**src/include/capcom_defs.vh**
```
`ifndef CAPCOM_DEFS_VH
`define CAPCOM_DEFS_VH
`define A_TCON     12'h000
`define A_TREL0    12'h004
`define A_TREL1    12'h008
`define A_TVAL0    12'h00C
`define A_TVAL1    12'h010
`define A_IRQ_STAT 12'h014
`define A_IRQ_MASK 12'h018
`define A_CH_BASE  12'h100
`define A_CV_BASE  12'h180
`define CHCTL_TSEL 0
`define CHCTL_MODE_LO 1
`define CHCTL_MODE_HI 3
`define CHCTL_SINGLE 4
`define CHCTL_DOUBLE 5
`define CHCTL_EDGE_LO 6
`define CHCTL_EDGE_HI 7
`define M_OFF  3'h0
`define M_CAP  3'h1
`define M_CMP0 3'h2
`define M_CMP1 3'h3
`define M_CMP2 3'h4
`define M_CMP3 3'h5
`define TCON_RUN 0
`define TCON_SRC_LO 1
`define TCON_SRC_HI 3
`define TCON_STAG 8
`define STAG_LAST 3'h7
`define SRC_EXT_OVF 3'h4
`define SRC_EXT_CNT 3'h5
`define RESP_OKAY 2'h0
`define RESP_SLVERR 2'h2
`endif

```
**src/core/capture_compare_array.v**
```verilog
`timescale 1ns/1ns
`include "capcom_defs.vh"
// Overview of operation
// - Sixteen channels, one-clock resolution, eight staggered
// - Two 16-bit time-base timers with reloads
// - Timer input: prescaled clock or external overflow
// - Timer may count external count input pulses
// - Each channel picks timer and capture/compare
// - One pin per channel, input or output
// - Capture latches assigned timer on pin event
// - Capture raises that channel's interrupt
// - Capture edge: rising, falling or both
// - Compare modes match timer on every count
// - Mode zero: interrupt each match, pin untouched
// - Mode one: pin toggles each match
// - Mode two: one interrupt per period
// - Mode three: set on match, clear overflow
// - Double mode: register pair toggles one pin
// - Single event: one compare match then stop
module capture_compare_array
#(
   parameter NCH = 16
)
(
   input  wire                mclk,
   input  wire                rstn,
   input  wire [11:0]         s_axi_awaddr,
   input  wire                s_axi_awvalid,
   output wire                s_axi_awready,
   input  wire [31:0]         s_axi_wdata,
   input  wire [3:0]          s_axi_wstrb,
   input  wire                s_axi_wvalid,
   output wire                s_axi_wready,
   output reg  [1:0]          s_axi_bresp,
   output reg                 s_axi_bvalid,
   input  wire                s_axi_bready,
   input  wire [11:0]         s_axi_araddr,
   input  wire                s_axi_arvalid,
   output wire                s_axi_arready,
   output reg  [31:0]         s_axi_rdata,
   output reg  [1:0]          s_axi_rresp,
   output reg                 s_axi_rvalid,
   input  wire                s_axi_rready,
   input  wire [NCH-1:0]      cc_pin_in,
   output reg  [NCH-1:0]      cc_pin_out,
   output reg  [NCH-1:0]      cc_pin_oe,
   input  wire                ext_overflow_pulse,
   input  wire                ext_count_in,
   output reg  [NCH-1:0]      chan_irq,
   output reg                 irq
);
   // Registers
   reg  [8:0]     tcon [0:1];
   reg  [15:0]    trel [0:1];
   reg  [15:0]    tval [0:1];
   reg  [7:0]     chctl [0:NCH-1];
   reg  [15:0]    cval [0:NCH-1];
   reg  [NCH-1:0] irq_stat;
   reg  [NCH-1:0] irq_mask;
   reg  [NCH-1:0] armed;
   reg  [NCH-1:0] done;
   reg  [NCH-1:0] pin_s1;
   reg  [NCH-1:0] pin_s2;
   reg  [NCH-1:0] pin_d;
   reg  [2:0]     cnt_s;
   reg  [5:0]     prescale;
   reg  [2:0]     stagger;
   wire [1:0]     ovf;
   wire [1:0]     tick;
   wire [NCH-1:0] hit;
   wire [NCH-1:0] ev;

   // AXI write path, both address and data held until both present
   wire wr_go = s_axi_awvalid & s_axi_wvalid & ~s_axi_bvalid;
   assign s_axi_awready = wr_go;
   assign s_axi_wready  = wr_go;
   assign s_axi_arready = ~s_axi_rvalid;
   wire rd_go = s_axi_arvalid & ~s_axi_rvalid;

   function is_ch;
      input [11:0] a;
      input [11:0] base;
      begin
         is_ch = (a[11:6] == base[11:6]) && (a[1:0] == 2'h0);
      end
   endfunction

   wire [3:0] wch = s_axi_awaddr[5:2];
   wire [3:0] rch = s_axi_araddr[5:2];
   wire       wr_full = (s_axi_wstrb == 4'hF);
   wire       w_tcon  = wr_go && s_axi_awaddr == `A_TCON;
   wire       w_trel0 = wr_go && s_axi_awaddr == `A_TREL0;
   wire       w_trel1 = wr_go && s_axi_awaddr == `A_TREL1;
   wire       w_stat  = wr_go && s_axi_awaddr == `A_IRQ_STAT;
   wire       w_mask  = wr_go && s_axi_awaddr == `A_IRQ_MASK;
   wire       w_ch    = wr_go && is_ch(s_axi_awaddr, `A_CH_BASE);
   wire       w_cv    = wr_go && is_ch(s_axi_awaddr, `A_CV_BASE);
   wire       w_ok    = w_tcon | w_trel0 | w_trel1 | w_stat | w_mask | w_ch | w_cv;

   always @(posedge mclk)
   begin
      if (!rstn)
      begin
         s_axi_bvalid <= 1'b0;
         s_axi_bresp  <= `RESP_OKAY;
      end
      else if (wr_go)
      begin
         s_axi_bvalid <= 1'b1;
         s_axi_bresp  <= w_ok ? `RESP_OKAY : `RESP_SLVERR;
      end
      else if (s_axi_bready)
         s_axi_bvalid <= 1'b0;
   end

   always @(posedge mclk)
   begin
      if (!rstn)
      begin
         s_axi_rvalid <= 1'b0;
         s_axi_rdata  <= 32'h0;
         s_axi_rresp  <= `RESP_OKAY;
      end
      else if (rd_go)
      begin
         s_axi_rvalid <= 1'b1;
         s_axi_rresp  <= `RESP_OKAY;
         if (s_axi_araddr == `A_TCON)
            s_axi_rdata <= {23'h0, tcon[0][`TCON_STAG], tcon[1][3:0], tcon[0][3:0]};
         else if (s_axi_araddr == `A_TREL0)
            s_axi_rdata <= {16'h0, trel[0]};
         else if (s_axi_araddr == `A_TREL1)
            s_axi_rdata <= {16'h0, trel[1]};
         else if (s_axi_araddr == `A_TVAL0)
            s_axi_rdata <= {16'h0, tval[0]};
         else if (s_axi_araddr == `A_TVAL1)
            s_axi_rdata <= {16'h0, tval[1]};
         else if (s_axi_araddr == `A_IRQ_STAT)
            s_axi_rdata <= {16'h0, irq_stat};
         else if (s_axi_araddr == `A_IRQ_MASK)
            s_axi_rdata <= {16'h0, irq_mask};
         else if (is_ch(s_axi_araddr, `A_CH_BASE))
            s_axi_rdata <= {24'h0, chctl[rch]};
         else if (is_ch(s_axi_araddr, `A_CV_BASE))
            s_axi_rdata <= {16'h0, cval[rch]};
         else
         begin
            s_axi_rdata <= 32'h0;
            s_axi_rresp <= `RESP_SLVERR;
         end
      end
      else if (s_axi_rready)
         s_axi_rvalid <= 1'b0;
   end

   // Pin and count input synchronisers
   always @(posedge mclk)
   begin
      if (!rstn)
      begin
         pin_s1 <= {NCH{1'b0}};
         pin_s2 <= {NCH{1'b0}};
         pin_d  <= {NCH{1'b0}};
         cnt_s  <= 3'h0;
      end
      else
      begin
         pin_s1 <= cc_pin_in;
         pin_s2 <= pin_s1;
         pin_d  <= pin_s2;
         cnt_s  <= {cnt_s[1], cnt_s[0], ext_count_in};
      end
   end

   // Prescaler and staggered-mode divide by eight
   always @(posedge mclk)
   begin
      if (!rstn)
      begin
         prescale <= 6'h00;
         stagger  <= 3'h0;
      end
      else
      begin
         prescale <= prescale + 6'h01;
         stagger  <= stagger + 3'h1;
      end
   end

   genvar t;
   generate
      for (t = 0; t < 2; t = t + 1)
      begin : g_tmr
         wire [2:0] src = tcon[t][`TCON_SRC_HI:`TCON_SRC_LO];
         wire       stag_ok = ~tcon[t][`TCON_STAG] | (stagger == `STAG_LAST);
         reg        pre;
         wire       src_clk;
         wire       src_ovf;
         wire       src_cnt;
         // Divide by 4, 16 or 64 off one free-running counter
         always @*
         begin
            case (src[1:0])
               2'h0:    pre = 1'b1;
               2'h1:    pre = (prescale[1:0] == 2'h3);
               2'h2:    pre = (prescale[3:0] == 4'hF);
               default: pre = (prescale[5:0] == 6'h3F);
            endcase
         end
         assign src_clk = ~src[2] & pre;
         assign src_ovf = (src == `SRC_EXT_OVF) & ext_overflow_pulse;
         assign src_cnt = (src == `SRC_EXT_CNT) & cnt_s[1] & ~cnt_s[2];
         assign tick[t] = (src_clk | src_ovf | src_cnt) & tcon[t][`TCON_RUN] & stag_ok;
         assign ovf[t]  = tick[t] & (tval[t] == 16'hFFFF);
         always @(posedge mclk)
         begin
            if (!rstn)
            begin
               tval[t] <= 16'h0;
               tcon[t] <= 9'h0;
               trel[t] <= 16'h0;
            end
            else
            begin
               if (ovf[t])
                  tval[t] <= trel[t];
               else if (tick[t])
                  tval[t] <= tval[t] + 16'h1;
               if (w_tcon && wr_full)
                  tcon[t] <= {s_axi_wdata[8], 4'h0, s_axi_wdata[t*4 +: 4]};
               if ((t == 0 ? w_trel0 : w_trel1) && wr_full)
                  trel[t] <= s_axi_wdata[15:0];
            end
         end
      end
   endgenerate

   genvar c;
   generate
      for (c = 0; c < NCH; c = c + 1)
      begin : g_ch
         wire       ts    = chctl[c][`CHCTL_TSEL];
         wire [2:0] md    = chctl[c][`CHCTL_MODE_HI:`CHCTL_MODE_LO];
         wire [1:0] eg    = chctl[c][`CHCTL_EDGE_HI:`CHCTL_EDGE_LO];
         wire       rise  = pin_s2[c] & ~pin_d[c];
         wire       fall  = ~pin_s2[c] & pin_d[c];
         wire       cap   = (md == `M_CAP) && ((eg[0] & rise) | (eg[1] & fall));
         wire       cmp   = md >= `M_CMP0;
         wire       once  = (md == `M_CMP2) || (md == `M_CMP3);
         wire       pair  = (c % 2 == 1) && chctl[c][`CHCTL_DOUBLE] && (chctl[c-(c%2)][`CHCTL_MODE_HI:`CHCTL_MODE_LO] >= `M_CMP0);
         // Next count is the reload value on overflow
         wire       due   = (ovf[ts] ? trel[ts] : tval[ts] + 16'h1) == cval[c];
         // Match on the count edge only, so a stopped timer never fires
         assign hit[c] = cmp && tick[ts] && !done[c] && (!once || armed[c]) && due;
         assign ev[c]  = hit[c] | cap;
         always @(posedge mclk)
         begin
            if (!rstn)
            begin
               chctl[c]      <= 8'h0;
               cval[c]       <= 16'h0;
               armed[c]      <= 1'b1;
               done[c]       <= 1'b0;
               cc_pin_out[c] <= 1'b0;
               cc_pin_oe[c]  <= 1'b0;
               chan_irq[c]   <= 1'b0;
               irq_stat[c]   <= 1'b0;
               irq_mask[c]   <= 1'b0;
            end
            else
            begin
               chan_irq[c] <= ev[c];
               if (w_ch && wch == c && wr_full)
               begin
                  chctl[c] <= s_axi_wdata[7:0];
                  done[c]  <= 1'b0;
               end
               else if (hit[c] && chctl[c][`CHCTL_SINGLE])
                  done[c] <= 1'b1;
               if (cap)
                  cval[c] <= tval[ts];
               else if (w_cv && wch == c && wr_full)
                  cval[c] <= s_axi_wdata[15:0];
               if (ovf[ts])
                  armed[c] <= 1'b1;
               else if (hit[c] && once)
                  armed[c] <= 1'b0;
               cc_pin_oe[c] <= (md == `M_CMP1) || (md == `M_CMP3) || pair;
               if (pair)
               begin
                  if (hit[c] ^ hit[c-(c%2)])
                     cc_pin_out[c] <= ~cc_pin_out[c];
               end
               else if (md == `M_CMP1 && hit[c])
                  cc_pin_out[c] <= ~cc_pin_out[c];
               else if (md == `M_CMP3 && hit[c])
                  cc_pin_out[c] <= 1'b1;
               else if (md == `M_CMP3 && ovf[ts])
                  cc_pin_out[c] <= 1'b0;
               // Set beats write-one-to-clear
               if (ev[c])
                  irq_stat[c] <= 1'b1;
               else if (w_stat && s_axi_wstrb[c/8] && s_axi_wdata[c])
                  irq_stat[c] <= 1'b0;
               if (w_mask && s_axi_wstrb[c/8])
                  irq_mask[c] <= s_axi_wdata[c];
            end
         end
      end
   endgenerate

   always @(posedge mclk)
   begin
      if (!rstn)
         irq <= 1'b0;
      else
         irq <= |(irq_stat & irq_mask);
   end
endmodule

```
**config.mk**
```make
export PLATFORM = sky130hd
export DESIGN_NAME = capture_compare_array
export DESIGN_NICKNAME = d
export VERILOG_FILES = /design/src/core/capture_compare_array.v
export VERILOG_INCLUDE_DIRS = /design/src /design/src/include
export SDC_FILE = /design/constraint.sdc
export NUM_CORES = 2
export LEC_CHECK = 0
export BUFFER_PORTS_ARGS = -buffer_cell sky130_fd_sc_hd__buf_4
export CAP_MARGIN = 20
export CORE_ASPECT_RATIO = 0.9
export CORE_MARGIN = 3
export CORE_UTILIZATION = 25
export DETAILED_ROUTE_END_ITERATION = 8
export PLACE_DENSITY = 0.4
export SLEW_MARGIN = 20
export SYNTH_ARGS = -nofsm -noshare
export SYNTH_HDL_FRONTEND = slang
export SYNTH_SLANG_ARGS = --single-unit
```
**constraint.sdc**
```tcl
create_clock -name mclk -period 9.6 [get_ports mclk]
set_clock_uncertainty 0.2 [all_clocks]
set_input_delay 0.48 -clock mclk [delete_from_list [all_inputs] [get_ports mclk]]
set_output_delay 0.48 -clock mclk [all_outputs]
set_load 0.02 [all_outputs]
```
==> summary.md <==
| Metric | Value |
|---|---|
| Placed Cells | between 8000 and 9000 |
| Fin cells | 8363 |
| Startpoint Class | flip-flop |
| Leak | 20.4 nW |
| Max incr delay on CP | 1090 ps |
| YS warnings | 0 |
| Sequential fraction of the synthesis area | 0.345 |
| Hold Crit Class | in2reg |
| PortBufs | 140 |
| Slew headroom | 0.135 |
| H-tree Lvls | 3 |
| IO Pins | 175 |
| R2R depth | 15 |
| Pre-CTS setup slack | 2720 ps |
| Clock buffer count from CTS | 82 |
| Switching share of power | 0.314 |
| Final Instance Area | 58800 µm² |
| Setup crit end kind | flip-flop |
| Sequential share of power | 0.397 |
| Hpwl dp | 231 mm |
| NumNets Final | 5679 |
| Worst-path fanout max | 14 |
| Clk sinks | 650 |
| WP data arrival | 7690 ps |
| Number of max-cap violations | 0 |
| Synth Flop Type | edfxtp_1 |
| Post-synth EDFFs | between 400 and 500 |
| CP Cell Sequence | and3_1 > nand3_1 > nor4_1 > buf_4 > nand2_1 > buf_4 > buf_4 > mux2i_1 > mux2i_1 > xnor2_1 > or4_1 > nor3_2 > xor2_1 > o211a_1 > a211oi_1 |
| Slowest cell on crit path | and3_1 |
| Power Density | 137 nW/µm² |
| Hold Vio Cnt, Final | 0 |
| Post-synth ARST share | 0 |
| Vias | 52300 |
| Setup WS post-layout | 2340 ps |
| Cell depth of the worst setup path | 15 |
| R2r startpoint | tval[1][5] |
| ANT nets after route | 0 |
| Vias in the first global route | around 47000 |
| Status | finished clean |
| Final period utilization | 0.756 |
| Largest net degree at the start of global routing | 104 |
| Starting DRT DRC Count | 8778 |
| Initial antenna violation count | 46 |
| Number of distinct library cells after synthesis | 101 |
| Max Freq | 0.138 GHz |
| DRT Pass-1 Iters | 9 |
| Share of cells above drive strength 1 | 0.144 |
| Mapped Area | between 50000 and 60000 µm² |
| Critical Path RT | between 10000 and 15000 ps |
| Die Ht | ~430 µm |
| PostCTS Resize Cnt | 0 |
| Final setup vio count | 0 |
| First-pass GRT wire length | roughly 440 mm |
| Worst slew pin tran | 1300 ps |
| Combinational Power Share | 0.166 |
| Wire per inst | 40.8 µm |
| Commonest non-fill, non-tap cell in the layout | nand2_1 |
| Internal Power | between 5 and 6 mW |
| Worst Setup SP | tval[1][5] |
| Most frequent cells in the layout | 597 x nand2_1, 476 x mux2i_1, 457 x edfxtp_1, 440 x o21ai_0, 376 x buf_4 |
| Die X-Extent | 482 µm |
| Hold slack | 87.4 ps |
| Clk_lat worst skew | 750 ps |
| Unrepaired setup endpoints after global routing | false |
| Avg Vias per Cell | 6.25 |
| Peak supply drop | 0.135 mV |
| Core ar. | 202000 µm² |
| Fin crit period | 7260 ps |
| Cell count after synthesis | around 5600 |
| Post-DP Area | 55500 µm² |
| Drc violations | 0 |
| Hold path start | s_axi_wvalid |
| Total power draw | 8.03 mW |
| Util after Layout | 0.291 |
| CP top delay family | simple AND/OR/NAND/NOR gates |
| CTS root buf | clkbuf_16 |
| TNS Setup | 0 ps |
| Clock transition at path regs | 60 ps |
| Die footprint | 209000 µm² |
| Final GP Congestion | 1.04 |
| CTS tree | yes |
| Cell Rows | 156 |
| DRT Wirelength | 341 mm |
| Switching pwr | 2.52 mW |
| Initial Util | 0.253 |
| Hold Path Depth | 5 |
| Longest Clk Path Bufs | 3 |
| Critical path buffers and inverters | 3 |
| GR Util All Layers | 0.313 |
| Clock network power share | 0.437 |
| CP most frequent cell | buf_4 |
| Crit Path Category | reg2reg |
| Max-slew violations | 0 |
| P&R area growth vs syn | 15.2% |
| Synth Area per Inst | 9.10 µm² |
| Overflow after GRT | 0 |
| Synth Register Bits | 650 |
[logic make-up (layout without fill, tap and decap cells)]
| family | after synthesis | count (layout) | share of synthesized area |
|---|---|---|---|
| other cells | 1 | 52 | 0.0000735 |
| flops | 650 | 650 | 0.345 |
| mux | 654 | 654 | 0.162 |
| compound gates | 1271 | 1271 | 0.162 |
| fa+ha+maj | 21 | 21 | 0.00515 |
| simple gates | 1842 | 1842 | 0.185 |
| buf+inv | 640 | 658 | 0.0506 |
| xor+xnor | 529 | 529 | 0.0908 |
[final cells by class]
type,count,area [µm²]
Multi-Input combinational cell,4335,31200
Timing Repair Buffer,413,3290
Inverter,91,344
Fill cell,21400,143000
Clock inverter,43,609
Tap cell,2686,3360
Sequential cell,650,17600
Antenna cell,34,85.1
Clock buffer,111,2320
[per-layer routing]
metal  vias to the layer above  GRT usage  share of wire
met1                     26200      0.423           0.41
met4                        20      0.199          0.076
met5                         -     0.0106        0.00087
li1                      20600          -              -
met3                      1061      0.121           0.14
met2                      4352      0.409           0.38
[power by group through the flow]
| stage | Clock, mW | Combinational, mW | Sequential [mW] |
|---|---|---|---|
| floorplan | 0 | 0.685 | 3.18 |
| global placement | 0 | 1.25 | 3.24 |
| global route | 3.64 | 1.34 | 3.19 |
| detailed placement | 0 | 1.25 | 3.24 |
| finish | 3.51 | 1.34 | 3.18 |
| CTS | 3.54 | 1.26 | 3.18 |
[tightest hold or removal path: stages]
cell and delay [ps]:
buf_4 110, nand2_1 50, nor2_1 100, o211ai_1 180, nor2_1 50
[sequential cells by signal, indices dropped and copies added (netlist names), 9 cells and up]
register     count
irq_stat        16
cc_pin_out      16
tcon             9
chctl          128
irq_mask        16
armed           16
tval            32
cval           256
done            16
s_axi_rdata     16
pin_s2          16
chan_irq        16
trel            32
cc_pin_oe       16
pin_d           16
pin_s1          16
[worst paths after layout]
check	slack, ps	to
min	90	s_axi_bresp[1]
max reg2reg	2340	cc_pin_out[7]
min reg2reg	220	stagger[0]
max	2340	cc_pin_out[7]
[cells in the mapped netlist (22+ instances only)]
master     number  share of area
xnor2_1       292          0.050
a21o_1         23         0.0034
mux2_2         40         0.0088
nor2_1        336          0.025
mux2i_1       479          0.094
dfxtp_1       193          0.076
buf_1          96         0.0071
nand3b_1       39         0.0057
nand2_1       597          0.044
inv_1          82         0.0060
edfxtp_1      457           0.27
a32o_1         40         0.0078
nand4b_1       30         0.0052
o32ai_1        48         0.0082
nand2b_1       26         0.0032
clkbuf_1      367          0.027
buf_2          60         0.0059
and3_1         44         0.0054
mux4_2        128          0.057
o21ai_0       450          0.044
a31oi_1        42         0.0052
or3_1          28         0.0034
o2111ai_1      22         0.0038
nand3_1       130          0.013
o211ai_1       52         0.0077
nor3_1        105          0.010
xor2_1        237          0.041
o31ai_1        32         0.0047
nor4_1         43         0.0053
a211oi_1       78          0.011
o21a_1         23         0.0034
nor2b_1        33         0.0040
nand4_1        74         0.0091
and2_1        239          0.029
a2111oi_0      25         0.0043
a21oi_1       220          0.022
[repair_timing]
action	in CTS	in global routing
setup buffers	0	0
endpoints found under the hold margin	24	0
hold buffers	25	0
Note: power is estimated with default switching activity, not from simulation.
